==> config.mk <==
export PLATFORM = sky130hd
export DESIGN_NAME = wdt_timer
export DESIGN_NICKNAME = d
export VERILOG_FILES = /design/src/pkg/wdt_timer_pkg.sv /design/src/design/wdt_timer.sv
export SDC_FILE = /design/constraint.sdc
export NUM_CORES = 1
export LEC_CHECK = 0
export BUFFER_PORTS_ARGS = -buffer_cell sky130_fd_sc_hd__buf_2
export CAP_MARGIN = 20
export CORE_AREA = 8 8 87 89
export CTS_CLUSTER_SIZE = 10
export DETAILED_ROUTE_END_ITERATION = 12
export DIE_AREA = 0 0 95 97
export PLACE_DENSITY = 0.8
export SYNTH_ARGS = -nofsm -noshare
export SYNTH_HDL_FRONTEND = slang
export SYNTH_SLANG_ARGS = --single-unit
export TNS_END_PERCENT = 1
==> constraint.sdc <==
create_clock -name clk_i -period 6.3 [get_ports clk_i]
set_input_delay 1.89 -clock clk_i [delete_from_list [all_inputs] [get_ports clk_i]]
set_output_delay 1.89 -clock clk_i [all_outputs]
set_load 0.02 [all_outputs]
==> src/pkg/wdt_timer_pkg.sv <==
package wdt_timer_pkg;
	// Wishbone register offsets (byte addresses)
	localparam logic [3:0] CTRL_ADDR = 4'h0;
	localparam logic [3:0] STATUS_ADDR = 4'h4;
	localparam logic [3:0] RTC_CONTROL_REGISTER_ADDR = 4'h8;
	localparam logic [3:0] CMD_ADDR = 4'hC;
	// Command register bit positions
	localparam int CMD_SINGLE_CLR = 0;
	localparam int CMD_PAIR_FIRST = 1;
	localparam int CMD_PAIR_SECOND = 2;
	localparam int CMD_HALT = 3;
	localparam int CMD_WAKE = 4;
	// Status register bit positions
	localparam int STAT_TIMEOUT = 5;
	localparam int STAT_POWERDOWN = 4;
	localparam int STAT_HALTED = 0;
	// Quick start oscillator bit in the rtc control register
	localparam int QUICK_START_BIT = 4;
	localparam logic [7:0] RTC_CONTROL_REGISTER_RESET = 8'h00;
	// Chain: 8-stage divider then 7-bit prescaler
	localparam int DIV_STAGES = 8;
	localparam int PRESCALE_BITS = 7;
	localparam int CHAIN_BITS = DIV_STAGES + PRESCALE_BITS;
	// Time-out exponent range and tap ranges
	localparam int WDT_EXP_MIN = 12;
	localparam int LCD_EXP_MIN = 2;
	localparam int LCD_EXP_MAX = 8;
	localparam int BUZ_EXP_MIN = 2;
	localparam int BUZ_EXP_MAX = 9;
	// Instruction clock is the system clock divided by this
	localparam int INSTR_DIV = 4;
	// Clock source encodings
	typedef enum logic [1:0] {
		SRC_WATCHDOG_RC_OSCILLATOR = 2'h0,
		SRC_INSTR = 2'h1,
		SRC_RTC_CRYSTAL_OSCILLATOR = 2'h2
	} clk_src_e;
	// Warm reset pulse length in clocks
	localparam logic [7:0] WARM_PULSE = 8'h01;
endpackage : wdt_timer_pkg

==> src/design/wdt_timer.sv <==
`timescale 1ns/1ns
// Summary of operation
// - Counter clocked by one configured source
// - Disabled watchdog makes its instructions no-ops
// - RC source time-out divides by 2^12..2^15
// - Instruction clock source stops while halted
// - Normal overflow gives chip reset, sets flag
// - Halted overflow gives warm reset instead of chip reset, sets flag
// - Cleared by reset, clear command or halt
// - Option chooses single or paired clear scheme
// - Single clear command clears counter only in the single clear scheme
// - Paired scheme clears after a first then a second command, or two first commands
// - Chain is 8-stage divider plus 7-bit prescaler
// - LCD clock is source over 2^2..2^8
// - Buzzer clock is source over 2^2..2^9
// - Halt stops system oscillator, RTC runs
// - RTC source keeps timing running in halt
// - RC mode outputs system clock over four
// - Quick start bit 4 of rtc control register
// - Option disables the watchdog RC oscillator
// - Halt clears counter and restarts it
// - Flag cleared by power-up, clear, halt
module wdt_timer import wdt_timer_pkg::*; (
	input wire logic clk_i,
	input wire logic rst_i,
	// Classic Wishbone slave
	input wire logic cyc_i,
	input wire logic stb_i,
	input wire logic we_i,
	input wire logic [3:0] adr_i,
	input wire logic [3:0] sel_i,
	input wire logic [31:0] dat_i,
	output logic [31:0] dat_o,
	output logic ack_o,
	// Source ticks, one-cycle enables from the oscillators
	input wire logic watchdog_rc_oscillator_tick_i,
	input wire logic rtc_crystal_oscillator_tick_i,
	// Static options, sampled while reset is high
	input wire logic wdt_enable_opt_i,
	input wire logic watchdog_rc_oscillator_enable_opt_i,
	input wire logic [1:0] clk_src_opt_i,
	input wire logic [1:0] timeout_sel_opt_i,
	input wire logic paired_clear_opt_i,
	input wire logic rc_osc_mode_opt_i,
	input wire logic [2:0] lcd_sel_opt_i,
	input wire logic [2:0] buz_sel_opt_i,
	// Outputs
	output logic chip_reset_o,
	output logic warm_reset_o,
	output logic sys_osc_run_o,
	output logic osc_output_pin_o,
	output logic lcd_clk_o,
	output logic buzzer_clk_o,
	output logic quick_start_osc_o,
	output logic timeout_status_flag_o,
	output logic powerdown_flag_o
);

	// Latched options
	logic opt_wdt_en;
	logic opt_osc_en;
	clk_src_e opt_src;
	logic [1:0] opt_tsel;
	logic opt_paired;
	logic opt_rc_mode;
	logic [2:0] opt_lcd;
	logic [2:0] opt_buz;

	// Core state
	logic [CHAIN_BITS-1:0] chain;
	logic [1:0] instr_div;
	logic halted;
	logic pair_first_seen;
	logic [7:0] rtc_control_register;
	logic timeout_flag;
	logic powerdown_flag;
	logic ack;

	// Options only follow the pins during reset, then freeze
	always_ff @(posedge clk_i) begin
		if (rst_i) begin
			opt_wdt_en <= wdt_enable_opt_i;
			opt_osc_en <= watchdog_rc_oscillator_enable_opt_i;
			opt_src <= clk_src_e'(clk_src_opt_i);
			opt_tsel <= timeout_sel_opt_i;
			opt_paired <= paired_clear_opt_i;
			opt_rc_mode <= rc_osc_mode_opt_i;
			opt_lcd <= lcd_sel_opt_i;
			opt_buz <= buz_sel_opt_i;
		end
	end

	// Bus decode
	wire bus_req = cyc_i && stb_i && !ack;
	wire bus_wr = bus_req && we_i && sel_i[0];
	wire wr_ctrl_cmd = bus_wr && (adr_i == CMD_ADDR);
	wire wr_rtc_control_register = bus_wr && (adr_i == RTC_CONTROL_REGISTER_ADDR);

	// Clear commands act only when the watchdog is enabled by option; halt and wake always act
	wire cmd_single = wr_ctrl_cmd && dat_i[CMD_SINGLE_CLR] && opt_wdt_en && !opt_paired;
	wire cmd_first = wr_ctrl_cmd && dat_i[CMD_PAIR_FIRST] && opt_wdt_en && opt_paired;
	wire cmd_second = wr_ctrl_cmd && dat_i[CMD_PAIR_SECOND] && opt_wdt_en && opt_paired;
	wire cmd_halt = wr_ctrl_cmd && dat_i[CMD_HALT] && !halted;
	wire cmd_wake = wr_ctrl_cmd && dat_i[CMD_WAKE] && halted;

	// Paired clear fires when a second or repeated first command follows a first, or first and second come in one write
	wire pair_done = (cmd_first && (cmd_second || pair_first_seen)) ||
		(cmd_second && pair_first_seen);
	wire sw_clear = cmd_single || pair_done;
	wire wdt_clear = sw_clear || cmd_halt;

	// Source selection; instruction clock is frozen while halted
	wire instr_tick = (instr_div == 2'(INSTR_DIV - 1)) && !halted;
	wire src_tick = (opt_src == SRC_WATCHDOG_RC_OSCILLATOR) ? (watchdog_rc_oscillator_tick_i && opt_osc_en) :
		(opt_src == SRC_RTC_CRYSTAL_OSCILLATOR) ? rtc_crystal_oscillator_tick_i : instr_tick;

	// Overflow when chain passes the selected power of two
	wire [3:0] wdt_exp = 4'(WDT_EXP_MIN) + {2'h0, opt_tsel};
	// The extended view has a bit 15, so the 2^15 tap is the chain's own carry out
	wire [CHAIN_BITS:0] chain_ext = {1'b0, chain};
	wire [CHAIN_BITS:0] chain_next = chain_ext + 16'h0001;
	wire wdt_tap_carry = chain_next[wdt_exp] && !chain_ext[wdt_exp];
	wire overflow = src_tick && opt_wdt_en && wdt_tap_carry;

	// Instruction clock divider runs on the system clock
	always_ff @(posedge clk_i) begin
		if (rst_i || halted)
			instr_div <= 2'h0;
		else
			instr_div <= instr_div + 2'h1;
	end

	// Divider and prescaler chain; shared taps restart with every watchdog clear
	always_ff @(posedge clk_i) begin
		if (rst_i || wdt_clear || overflow)
			chain <= '0;
		else if (src_tick)
			chain <= chain_next[CHAIN_BITS-1:0];
	end

	// Pair tracking: the first half is remembered until the pair completes or a halt command
	always_ff @(posedge clk_i) begin
		if (rst_i || pair_done || cmd_halt)
			pair_first_seen <= 1'b0;
		else if (cmd_first)
			pair_first_seen <= 1'b1;
	end

	// Halt state; a halted overflow is also a wake source
	always_ff @(posedge clk_i) begin
		if (rst_i || cmd_wake || (overflow && halted))
			halted <= 1'b0;
		else if (cmd_halt)
			halted <= 1'b1;
	end

	// Flags: time-out set wins over a same-cycle clear
	always_ff @(posedge clk_i) begin
		if (rst_i) begin
			timeout_flag <= 1'b0;
			powerdown_flag <= 1'b0;
		end else begin
			if (overflow)
				timeout_flag <= 1'b1;
			else if (sw_clear || cmd_halt)
				timeout_flag <= 1'b0;
			if (cmd_halt)
				powerdown_flag <= 1'b1;
			else if (sw_clear)
				powerdown_flag <= 1'b0;
		end
	end

	// Resets are one-cycle pulses; the kind depends on halt state
	always_ff @(posedge clk_i) begin
		if (rst_i) begin
			chip_reset_o <= 1'b0;
			warm_reset_o <= 1'b0;
		end else begin
			chip_reset_o <= overflow && !halted;
			warm_reset_o <= overflow && halted;
		end
	end

	// RTC control register; quick start bit drives the crystal
	always_ff @(posedge clk_i) begin
		if (rst_i)
			rtc_control_register <= RTC_CONTROL_REGISTER_RESET;
		else if (wr_rtc_control_register)
			rtc_control_register <= dat_i[7:0];
	end

	// Taps; LCD and buzzer select codes saturate at their top exponent
	wire [3:0] lcd_exp = ({1'b0, opt_lcd} > 4'(LCD_EXP_MAX - LCD_EXP_MIN)) ?
		4'(LCD_EXP_MAX) : 4'(LCD_EXP_MIN) + {1'b0, opt_lcd};
	wire [3:0] buz_exp = 4'(BUZ_EXP_MIN) + {1'b0, opt_buz};
	wire lcd_tap = chain[lcd_exp - 4'h1];
	wire buz_tap = (buz_exp > 4'(BUZ_EXP_MAX)) ? chain[BUZ_EXP_MAX-1] : chain[buz_exp - 4'h1];

	// Clock outputs registered; osc pin only toggles in RC mode, held high otherwise
	always_ff @(posedge clk_i) begin
		if (rst_i) begin
			lcd_clk_o <= 1'b0;
			buzzer_clk_o <= 1'b0;
			osc_output_pin_o <= 1'b1;
			sys_osc_run_o <= 1'b1;
			quick_start_osc_o <= 1'b0;
			timeout_status_flag_o <= 1'b0;
			powerdown_flag_o <= 1'b0;
		end else begin
			lcd_clk_o <= lcd_tap;
			buzzer_clk_o <= buz_tap;
			osc_output_pin_o <= opt_rc_mode ? instr_div[1] : 1'b1;
			sys_osc_run_o <= !(halted || cmd_halt) || cmd_wake;
			quick_start_osc_o <= rtc_control_register[QUICK_START_BIT];
			timeout_status_flag_o <= timeout_flag;
			powerdown_flag_o <= powerdown_flag;
		end
	end

	// Read mux
	wire [31:0] rd_data = (adr_i == CTRL_ADDR) ?
		{20'h0, opt_buz, opt_lcd, opt_paired, opt_tsel, opt_src, opt_wdt_en} :
		(adr_i == STATUS_ADDR) ?
		{26'h0, timeout_flag, powerdown_flag, 3'h0, halted} :
		(adr_i == RTC_CONTROL_REGISTER_ADDR) ? {24'h0, rtc_control_register} :
		(adr_i == CMD_ADDR) ? {31'h0, pair_first_seen} : 32'h0;

	// Single-wait ack; unmapped reads return zero
	always_ff @(posedge clk_i) begin
		if (rst_i) begin
			ack <= 1'b0;
			dat_o <= 32'h0;
		end else begin
			ack <= bus_req;
			dat_o <= bus_req ? rd_data : 32'h0;
		end
	end
	assign ack_o = ack;

endmodule : wdt_timer

==> flow_summary.toml, run 1 <==
[die]
fp.dieW_um = 95
die_area_sq_mm = 0.00922
ios = 103
initial_utilization_pct = 53.8
rows = 29
die_y_um = 97
core_area_sq_mm = 0.00620

[sta]
drv_slew = 0
clock_skew_ns = 0.00627
slew_headroom_pct = 49.0
finalHoldViolCount = 0
setup_tns_ns = 0
fin_hold_ws_ns = 0.428
tightestPinTransition_ns = 0.765
fmax_mhz = 294
fin_crit_sh_pct = 54.1
grt_setup_unrepaired = "false"
setup_viol = 0
finalCriticalPeriod_ns = 3.41

[layout]
fillers = 516
drive_above_1_share_pct = 24.9
fin_cells = 463
finalCoreUtilization_pct = 60.4
fin_area_sq_mm = 0.00375
antenna_cells = 0
final_nets = 451
syn2layout_area_growth_pct = 12.3

[logic_synthesis]
syn-cell-area_sq_mm = 0.00334
async_reset_ff_share_pct = 0
yosysSeqAreaShare_pct = 43.2
ys_warn_count = 0
synth_top_area_share_pct = 30.6
synthTopCellsByArea = "dfxtp_1 31%, edfxtp_1 13%, mux2i_1 6.3%"
syn_inst = 334
yosysMostFrequentCell = "dfxtp_1"
synth-seq-cells = 65
synth_edf_count = 14
yosysTopAreaCell = "dfxtp_1"
ys_types = 55
avgSynthCellArea_sq_um = 9.99
synth_common_cells = "51 x dfxtp_1, 30 x nor2_1, 22 x buf_4, 22 x nand2_1, 21 x mux2i_1"
ys.flop_type = "dfxtp_1"

[hold_path]
min_path_type = "flip-flop to flip-flop"
min_path_cells = 1

[route]
wl_mm = 6.86
route.detailed.drc = 0
drtIter0Drc = 181
vias = 2575
drt-wirelength-per-cell_um = 14.8
drtAntennaViolNets = 0
vias_per_cell = 5.56
first_pass_iters = 4

[pwr]
sw_frac_of_total_pct = 25.5
seq_power_share_pct = 50.8
worst_ir_drop_vdd_v = 0.000175
cellLeakagePower_nw = 1.64
p_comb_share_pct = 10.5
clkPwrFrac_pct = 38.7
internal-power_uw = 663
power_switching_uw = 227
power_density_mw_per_mm2 = 237

[clock_tree]
cts_resized = 0
h-tree-depth = 3
clock_path_buffers = 2
cts-buffers-inserted = 9
root_buffer = "clkbuf_8"
cts_hold_buf = 0
cts_tree = "built"
cts.sinks = 65
path_clk_slew_ns = 0.07
cts_setup_buffers = 0
clk_latency_ns = 0.35

[status]
outcome = "finished clean"

[global_routing]
overflow = 0
grtUsageTotal_pct = 15.7
grt_pass1_vias = 2441
grt_max_degree = 40
grt_pass1_wl_mm = 11.6
antenna_found_initial = 0

[critical_path]
startpoint_type = "input port"
cp_max_fo = 16
reg2reg_depth = 7
cp.arrival_ns = 3.64
critical_path_class = "input port to flip-flop"
endpoint_kind = "flip-flop"
cp.required_ns = 6.54

[placement]
place_inst = 447
placed_area_sq_mm = 0.00355
dp_hpwl_mm = 5.06
portBuffers = 55
gp_congestion = 0.800

[flow_run]
maxCapViolations = 0
[power groups by stage]
stage                     Clock (mW)  Sequential, mW  Combinational, mW
after floorplan                    0           0.458             0.0768
after global placement             0           0.460             0.0903
after detailed placement           0           0.460             0.0929
after CTS                      0.351           0.451             0.0935
after global routing           0.372           0.453              0.104
final                          0.344           0.451             0.0935
[layer usage]
metal	vias up	GRT usage (%)	part of all wire, %
met5	-	0	0
met4	0	6.97	1.7
met3	13	4.64	8.5
met2	88	23.4	46
met1	1205	20.4	44
li1	1269	-	-
[critical path: stages]
cell	delay, ns
buf_2	0.08
nand3b_1	0.11
nor4_1	0.35
and3_1	0.38
a21o_1	0.52
a21oi_1	0.08
a41o_1	0.23
[placed cells by master, fill, tap and decap left out, types with 2 or more instances in the layout]
master	count
a221oi_1	2
nand3b_1	6
nand2_1	22
a21oi_1	17
and4_1	3
inv_1	11
dfxtp_1	51
clkinv_2	3
ha_1	9
edfxtp_1	14
nor2b_1	8
nor4_2	2
mux2i_1	21
nor3b_1	2
nor2_1	30
and2_1	5
mux4_2	8
nor4_4	2
buf_2	55
a21o_1	3
nand4_1	3
nor3_1	5
nor4_1	8
clkbuf_8	11
or3_1	8
o21ai_0	10
nand3_1	5
o211ai_1	2
and3_1	6
or2_2	3
conb_1	20
a41o_1	7
[metrics by stage]
| stage | power (mW) | worst slack (ns) |
|---|---|---|
| floorplan | 0.534 | 2.84 |
| global placement | 0.550 | 2.63 |
| detailed placement | 0.553 | 2.49 |
| CTS | 0.896 | 2.83 |
| global route | 0.930 | 2.72 |
| finish | 0.889 | 2.89 |
[flip-flops by register name (all words and copies together), names as in the netlist, 2 cells and up]
signal and cells:
opt_lcd 3, instr_div 2, rtc_control_register 8, opt_src 2, opt_tsel 2, dat_o 12, opt_buz 3, chain 15
[final cells by class]
cell class	count	area, sq um	area share (%)
multi-input cells	238	1690	45.0
flip-flops and latches	65	1440	38.4
repair buffers	56	283	7.54
clock buffers	12	176	4.70
well taps	77	96.3	2.57
inverters	11	41.3	1.10
clock inverters	4	23.8	0.634
[cell families after synthesis]
| logic type | Yosys count | share of synthesized area [%] |
|---|---|---|
| and+or+nand+nor | 125 | 21.7 |
| DFF | 65 | 43.2 |
| AOI/OAI and AO/OA | 52 | 10.7 |
| buffers and inverters | 50 | 8.40 |
| muxes | 30 | 12.0 |
| adders and majority gates | 9 | 3.37 |
| xor gates and xnor gates | 2 | 0.525 |
| other | 1 | 0.112 |
[path summary, 6_finish.rpt]
path / start / endpoint / slack [ns]
worst max register to register: opt_lcd[1] / lcd_clk_o / 3.53
worst min-delay path: instr_div[0] / instr_div[0] / 0.43
worst max-delay path: stb_i / chain[8] / 2.89
worst min register to register: instr_div[0] / instr_div[0] / 0.43
No activity file was read; power rests on OpenSTA's default activity.
==> run 2: changes to the inputs <==
--- a/config.mk
+++ b/config.mk
@@ -5,13 +5,14 @@
 export SDC_FILE = /design/constraint.sdc
 export NUM_CORES = 1
 export LEC_CHECK = 0
+export ABC_AREA = 1
 export BUFFER_PORTS_ARGS = -buffer_cell sky130_fd_sc_hd__buf_2
 export CAP_MARGIN = 20
-export CORE_AREA = 8 8 87 89
+export CORE_AREA = 8 8 90 92
 export CTS_CLUSTER_SIZE = 10
 export DETAILED_ROUTE_END_ITERATION = 12
-export DIE_AREA = 0 0 95 97
-export PLACE_DENSITY = 0.8
+export DIE_AREA = 0 0 98 100
+export PLACE_DENSITY = 0.74
 export SYNTH_ARGS = -nofsm -noshare
 export SYNTH_HDL_FRONTEND = slang
 export SYNTH_SLANG_ARGS = --single-unit
==> constraint.sdc (replaced) <==
create_clock -name clk_i -period 3.5 [get_ports clk_i]
set_input_delay 1.05 -clock clk_i [delete_from_list [all_inputs] [get_ports clk_i]]
set_output_delay 1.05 -clock clk_i [all_outputs]
set_load 0.02 [all_outputs]
==> flow_summary.toml, run 2 <==
[clock_tree]
root_buffer = "clkbuf_8"
cts.sinks = 65
cts_resized = 0
h-tree-depth = 3
clk_latency_ns = 0.35
cts_hold_buf = 0
cts_tree = "built"
cts-buffers-inserted = 9
cts_setup_buffers = 0
path_clk_slew_ns = 0.08
clock_path_buffers = 2

[die]
initial_utilization_pct = 49.4
die_area_sq_mm = 0.00980
rows = 30
ios = 103
die_y_um = 100
fp.dieW_um = 98
core_area_sq_mm = 0.00664

[critical_path]
cp_max_fo = 10
startpoint_type = "flip-flop"
reg2reg_to = "lcd_clk_o"
reg2reg_depth = 12
critical_path_class = "flip-flop to flip-flop"
crit_path_start = "opt_lcd[0]"
cp.required_ns = 3.77
r2r-start = "opt_lcd[0]"
regToRegSetupSlack_ns = 1.22
crit_end = "lcd_clk_o"
cp.arrival_ns = 2.54
endpoint_kind = "flip-flop"

[status]
outcome = "finished clean"

[sta]
finalHoldViolCount = 0
fmax_mhz = 440
setup_tns_ns = 0
fin_crit_sh_pct = 65.0
clock_skew_ns = 0.0120
grt_setup_unrepaired = "false"
setup_viol = 0
drv_slew = 0
finalCriticalPeriod_ns = 2.28
fin_hold_ws_ns = 0.422

[layout]
syn2layout_area_growth_pct = 13.2
antenna_cells = 0
seqCellArea_sq_mm = 0.00144
final_nets = 551
largest_register_ffs = 15
top_regs = "chain (15), dat_o (12), rtc_control_register (8)"
finalCoreUtilization_pct = 55.9
mostFrequentLayoutCells = "67 x inv_1, 56 x nand2_1, 55 x buf_2, 51 x dfxtp_1, 50 x nand3_1"
drive_above_1_share_pct = 19.8
multi_input_area_sq_mm = 0.00146
fillers = 622
largest_register = "chain"
layout_commonest_cell = "inv_1"

[route]
drtIter0Drc = 128
vias = 2804
wl_mm = 7.43
route.detailed.drc = 0
vias_per_cell = 4.95
drtAntennaViolNets = 0
drt-wirelength-per-cell_um = 13.1
first_pass_iters = 4

[logic_synthesis]
synth_top_family_by_area = "simple AND/OR/NAND/NOR gates"
synthTopCellsByArea = "dfxtp_1 31%, edfxtp_1 13%, inv_1 7.7%"
async_reset_ff_share_pct = 0
synth_common_cells = "67 x inv_1, 56 x nand2_1, 51 x dfxtp_1"
syn_inst = 423
synthSimpleGateAreaFrac_pct = 26.3
synth_compound_area_share_pct = 9.57
syn-cell-area_sq_mm = 0.00328
ys_types = 33
synth_top_area_share_pct = 31.1
synth_edf_count = 14
synthAdderAreaFrac_pct = 3.43
ys.flop_type = "dfxtp_1"
yosysMostFrequentCell = "inv_1"
avgSynthCellArea_sq_um = 7.76
synthMuxAreaShare_pct = 0
ys_warn_count = 0
synth-seq-cells = 65
synth_xor_area_share_pct = 2.94
yosysSeqAreaShare_pct = 43.9
yosysTopAreaCell = "dfxtp_1"

[pwr]
finalPower_mw = 1.60
cellLeakagePower_nw = 1.67
worst_ir_drop_vdd_v = 0.000270
power_density_mw_per_mm2 = 431

[global_routing]
grt_max_degree = 23
antenna_found_initial = 0
grt_pass1_vias = 2791
grtUsageTotal_pct = 15.9
overflow = 0
grt_pass1_wl_mm = 12.6

[flow_run]
maxCapViolations = 0

[placement]
gp_congestion = 0.893
portBuffers = 55
dp_hpwl_mm = 5.68

[hold_path]
min_path_type = "flip-flop to flip-flop"
-- run 2: cells by family (layout without fill, tap and decap cells) --
logic type	after synthesis	after routing
AND/OR/NAND/NOR	183	183
XOR/XNOR	11	11
other	1	20
AO/OA/AOI/OAI	59	59
buffers and inverters	95	139
flip-flops	65	65
adder cells (fa/ha/maj)	9	9
-- run 2: worst min-delay path by stage --
stage	start	end	slack, ns	depth (start not counted)
floorplan	instr_div[0]	instr_div[0]	0.40	1
global placement	instr_div[0]	instr_div[0]	0.41	1
detailed placement	instr_div[0]	instr_div[0]	0.41	1
CTS	instr_div[0]	instr_div[0]	0.42	1
global route	instr_div[0]	instr_div[0]	0.44	1
finish	instr_div[0]	instr_div[0]	0.42	1
-- run 2: layout make-up --
| class | instances | share of cell area [%] |
|---|---|---|
| tap | 80 | 2.70 |
| clock buffer | 9 | 3.34 |
| timing repair buffer | 55 | 7.41 |
| clock inverter | 7 | 1.52 |
| inverter | 68 | 6.88 |
| sequential | 65 | 38.8 |
| multi-input combinational | 282 | 39.3 |
-- run 2: where the power goes --
| part | internal, mW | switching [mW] |
|---|---|---|
| clock | 0.262 | 0.312 |
| combinational | 0.0722 | 0.140 |
| sequential | 0.793 | 0.0218 |
-- run 2: worst max-delay path, cell delays in order, from the launching register on --
cell	delay (ns)
edfxtp_1	0.56
inv_1	0.14
nand3_1	0.09
nand2_2	0.17
nand2_2	0.15
ha_1	0.41
nor2_1	0.13
nand3_1	0.08
nand2_1	0.08
inv_1	0.03
a21oi_1	0.14
nand2_1	0.07
a21oi_1	0.15
-- run 2: through the flow --
stage | cells | setup slack, ns | cell area, sq um
detailed placement | 550 | 0.883 | 3530
global route | 566 | 1.01 | 3710
finish | 566 | 1.22 | 3710
CTS | 566 | 1.25 | 3710
floorplan | 442 | 1.27 | 3350
global placement | 550 | 0.917 | 3530
-- run 2: metal layers --
layer | global-route usage [%] | part of all wire [%]
met1 | 18.1 | 44
met3 | 5.81 | 8.3
met2 | 25.4 | 46
met5 | 0 | 0
met4 | 8.39 | 1.7
==> run 3: changes to the inputs <==
--- a/config.mk
+++ b/config.mk
@@ -8,11 +8,11 @@
 export ABC_AREA = 1
 export BUFFER_PORTS_ARGS = -buffer_cell sky130_fd_sc_hd__buf_2
 export CAP_MARGIN = 20
-export CORE_AREA = 8 8 90 92
+export CORE_AREA = 8 8 94 96
 export CTS_CLUSTER_SIZE = 10
 export DETAILED_ROUTE_END_ITERATION = 12
-export DIE_AREA = 0 0 98 100
-export PLACE_DENSITY = 0.74
+export DIE_AREA = 0 0 102 104
+export PLACE_DENSITY = 0.7
 export SYNTH_ARGS = -nofsm -noshare
 export SYNTH_HDL_FRONTEND = slang
 export SYNTH_SLANG_ARGS = --single-unit
==> constraint.sdc (replaced) <==
create_clock -name clk_i -period 2 [get_ports clk_i]
set_input_delay 0.6 -clock clk_i [delete_from_list [all_inputs] [get_ports clk_i]]
set_output_delay 0.6 -clock clk_i [all_outputs]
set_load 0.02 [all_outputs]
==> flow_summary.toml, run 3 (synthesis results as in run 2) <==
[die]
die_area_sq_mm = 0.0106
die_y_um = 104
initial_utilization_pct = 44.1
rows = 32
core_area_sq_mm = 0.00745
fp.dieW_um = 102
ios = 103

[route]
vias_per_cell = 4.72
route.detailed.drc = 0
wl_mm = 7.65
first_pass_iters = 5
drtIter0Drc = 176
drtAntennaViolNets = 0
vias = 2859
drt-wirelength-per-cell_um = 12.6

[layout]
final_nets = 569
fillers = 725
fin_cells = 606
largest_register_ffs = 15
drive_above_1_share_pct = 22.6
top_regs = "chain (15), dat_o (12), rtc_control_register (8)"
syn2layout_area_growth_pct = 19.2
antenna_cells = 0
mostFrequentLayoutCells = "67 x inv_1, 56 x nand2_1, 55 x buf_2, 51 x dfxtp_1, 50 x nand3_1"
largest_register = "chain"
layout_commonest_cell = "inv_1"

[sta]
clock_skew_ns = 0.00889
fin_crit_sh_pct = 91.1
finalHoldViolCount = 0
setup_tns_ns = 0
finalCriticalPeriod_ns = 1.82
drv_slew = 0
grt_setup_unrepaired = "false"
fin_ws_ns = 0.177
setup_viol = 0
fmax_mhz = 549

[pwr]
power_density_mw_per_mm2 = 768
worst_ir_drop_vdd_v = 0.000560
cellLeakagePower_nw = 1.76
finalPower_mw = 3.00

[clock_tree]
path_clk_slew_ns = 0.08
clock_path_buffers = 2
root_buffer = "clkbuf_8"
h-tree-depth = 3
cts_tree = "built"
clk_latency_ns = 0.34
cts-buffers-inserted = 9
cts_hold_buf = 0
cts.sinks = 65

[critical_path]
crit_path_max_incr_delay_ns = 0.45
cp_max_fo = 4
endpoint_kind = "flip-flop"
crit_path_top_delay_cell = "edfxtp_1"
cp.arrival_ns = 2.09
startpoint_type = "flip-flop"
cp.required_ns = 2.26
critical_path_class = "flip-flop to flip-flop"
crit_path_cell_trace = "ha_2 > nand2_2 > nand2_2 > ha_1 > nor2_1 > nand3_1 > nand2_1 > inv_1 > a21oi_1 > nand2_1 > a21oi_1"
regToRegSetupSlack_ns = 0.18

[global_routing]
use_met3_pct = 4.75
antenna_found_initial = 0
grtUsageMet1_pct = 18.2
grt_pass1_vias = 2760
overflow = 0
grtUsageTotal_pct = 14.7
grt_pass1_wl_mm = 12.4
busiest_layer = "met2"
grt_max_degree = 16
grt_use_met2_pct = 23.3

[placement]
dp_hpwl_mm = 5.92
place_ws_ns = -0.0361
gp_congestion = 0.898
place_inst = 588
portBuffers = 55

[hold_path]
min_path_type = "input port to flip-flop"

[flow_run]
maxCapViolations = 0

[status]
outcome = "finished clean"
## run 3: what timing repair did
item,4_1_cts,5_1_grt
endpoints found under the setup margin,0,1
resized for setup,0,1
buffers inserted,0,2
## run 3: final timing paths
kind                                   startpoint      endpoint  depth (start not counted)
worst min-delay path            rc_osc_mode_opt_i   opt_rc_mode                          1
worst max-delay path                   opt_lcd[1]     lcd_clk_o                         11
worst min register to register       instr_div[0]  instr_div[0]                          1
worst max register to register         opt_lcd[1]     lcd_clk_o                         11
## run 3: metal layers
layer | share of wire (%) | routed length (um)
met2 | 46 | 3490
met1 | 45 | 3430
met4 | 1.1 | 87
met5 | 0 | 0
met3 | 8.3 | 634
## run 3: report_power, final
group	leakage, nW	switching (mW)	internal [mW]
sequential	0.550	0.0349	1.39
combinational	1.11	0.254	0.156
clock	0.0973	0.522	0.648
## run 3: per-stage QoR
stage | hold WS [ns] | cell area (sq um) | utilization [%]
3_5_place_dp | 0.421 | 3680 | 49.4
4_1_cts | 0.416 | 3890 | 52.3
2_1_floorplan | 0.397 | 3350 | -
3_3_place_gp | 0.404 | 3680 | 49.4
6_report | 0.426 | 3910 | 52.5
5_1_grt | 0.408 | 3910 | 52.5
## run 3: final cells by class
class | instances | area, sq um | area share (%)
flip-flops and latches | 65 | 1440 | 36.9
well taps | 102 | 128 | 3.26
clock buffers | 10 | 149 | 3.81
multi-input cells | 282 | 1460 | 37.4
repair buffers | 73 | 410 | 10.5
inverters | 68 | 255 | 6.53
clock inverters | 6 | 65.1 | 1.66
## run 3: critical path: cells and delay by family (launching register included)
family / cells / cell delay (ns)
buffers and inverters: 1 / 0.03
adder cells (fa/ha/maj): 2 / 0.54
AND/OR/NAND/NOR: 6 / 0.46
flip-flops: 1 / 0.45
AO/OA/AOI/OAI: 2 / 0.27
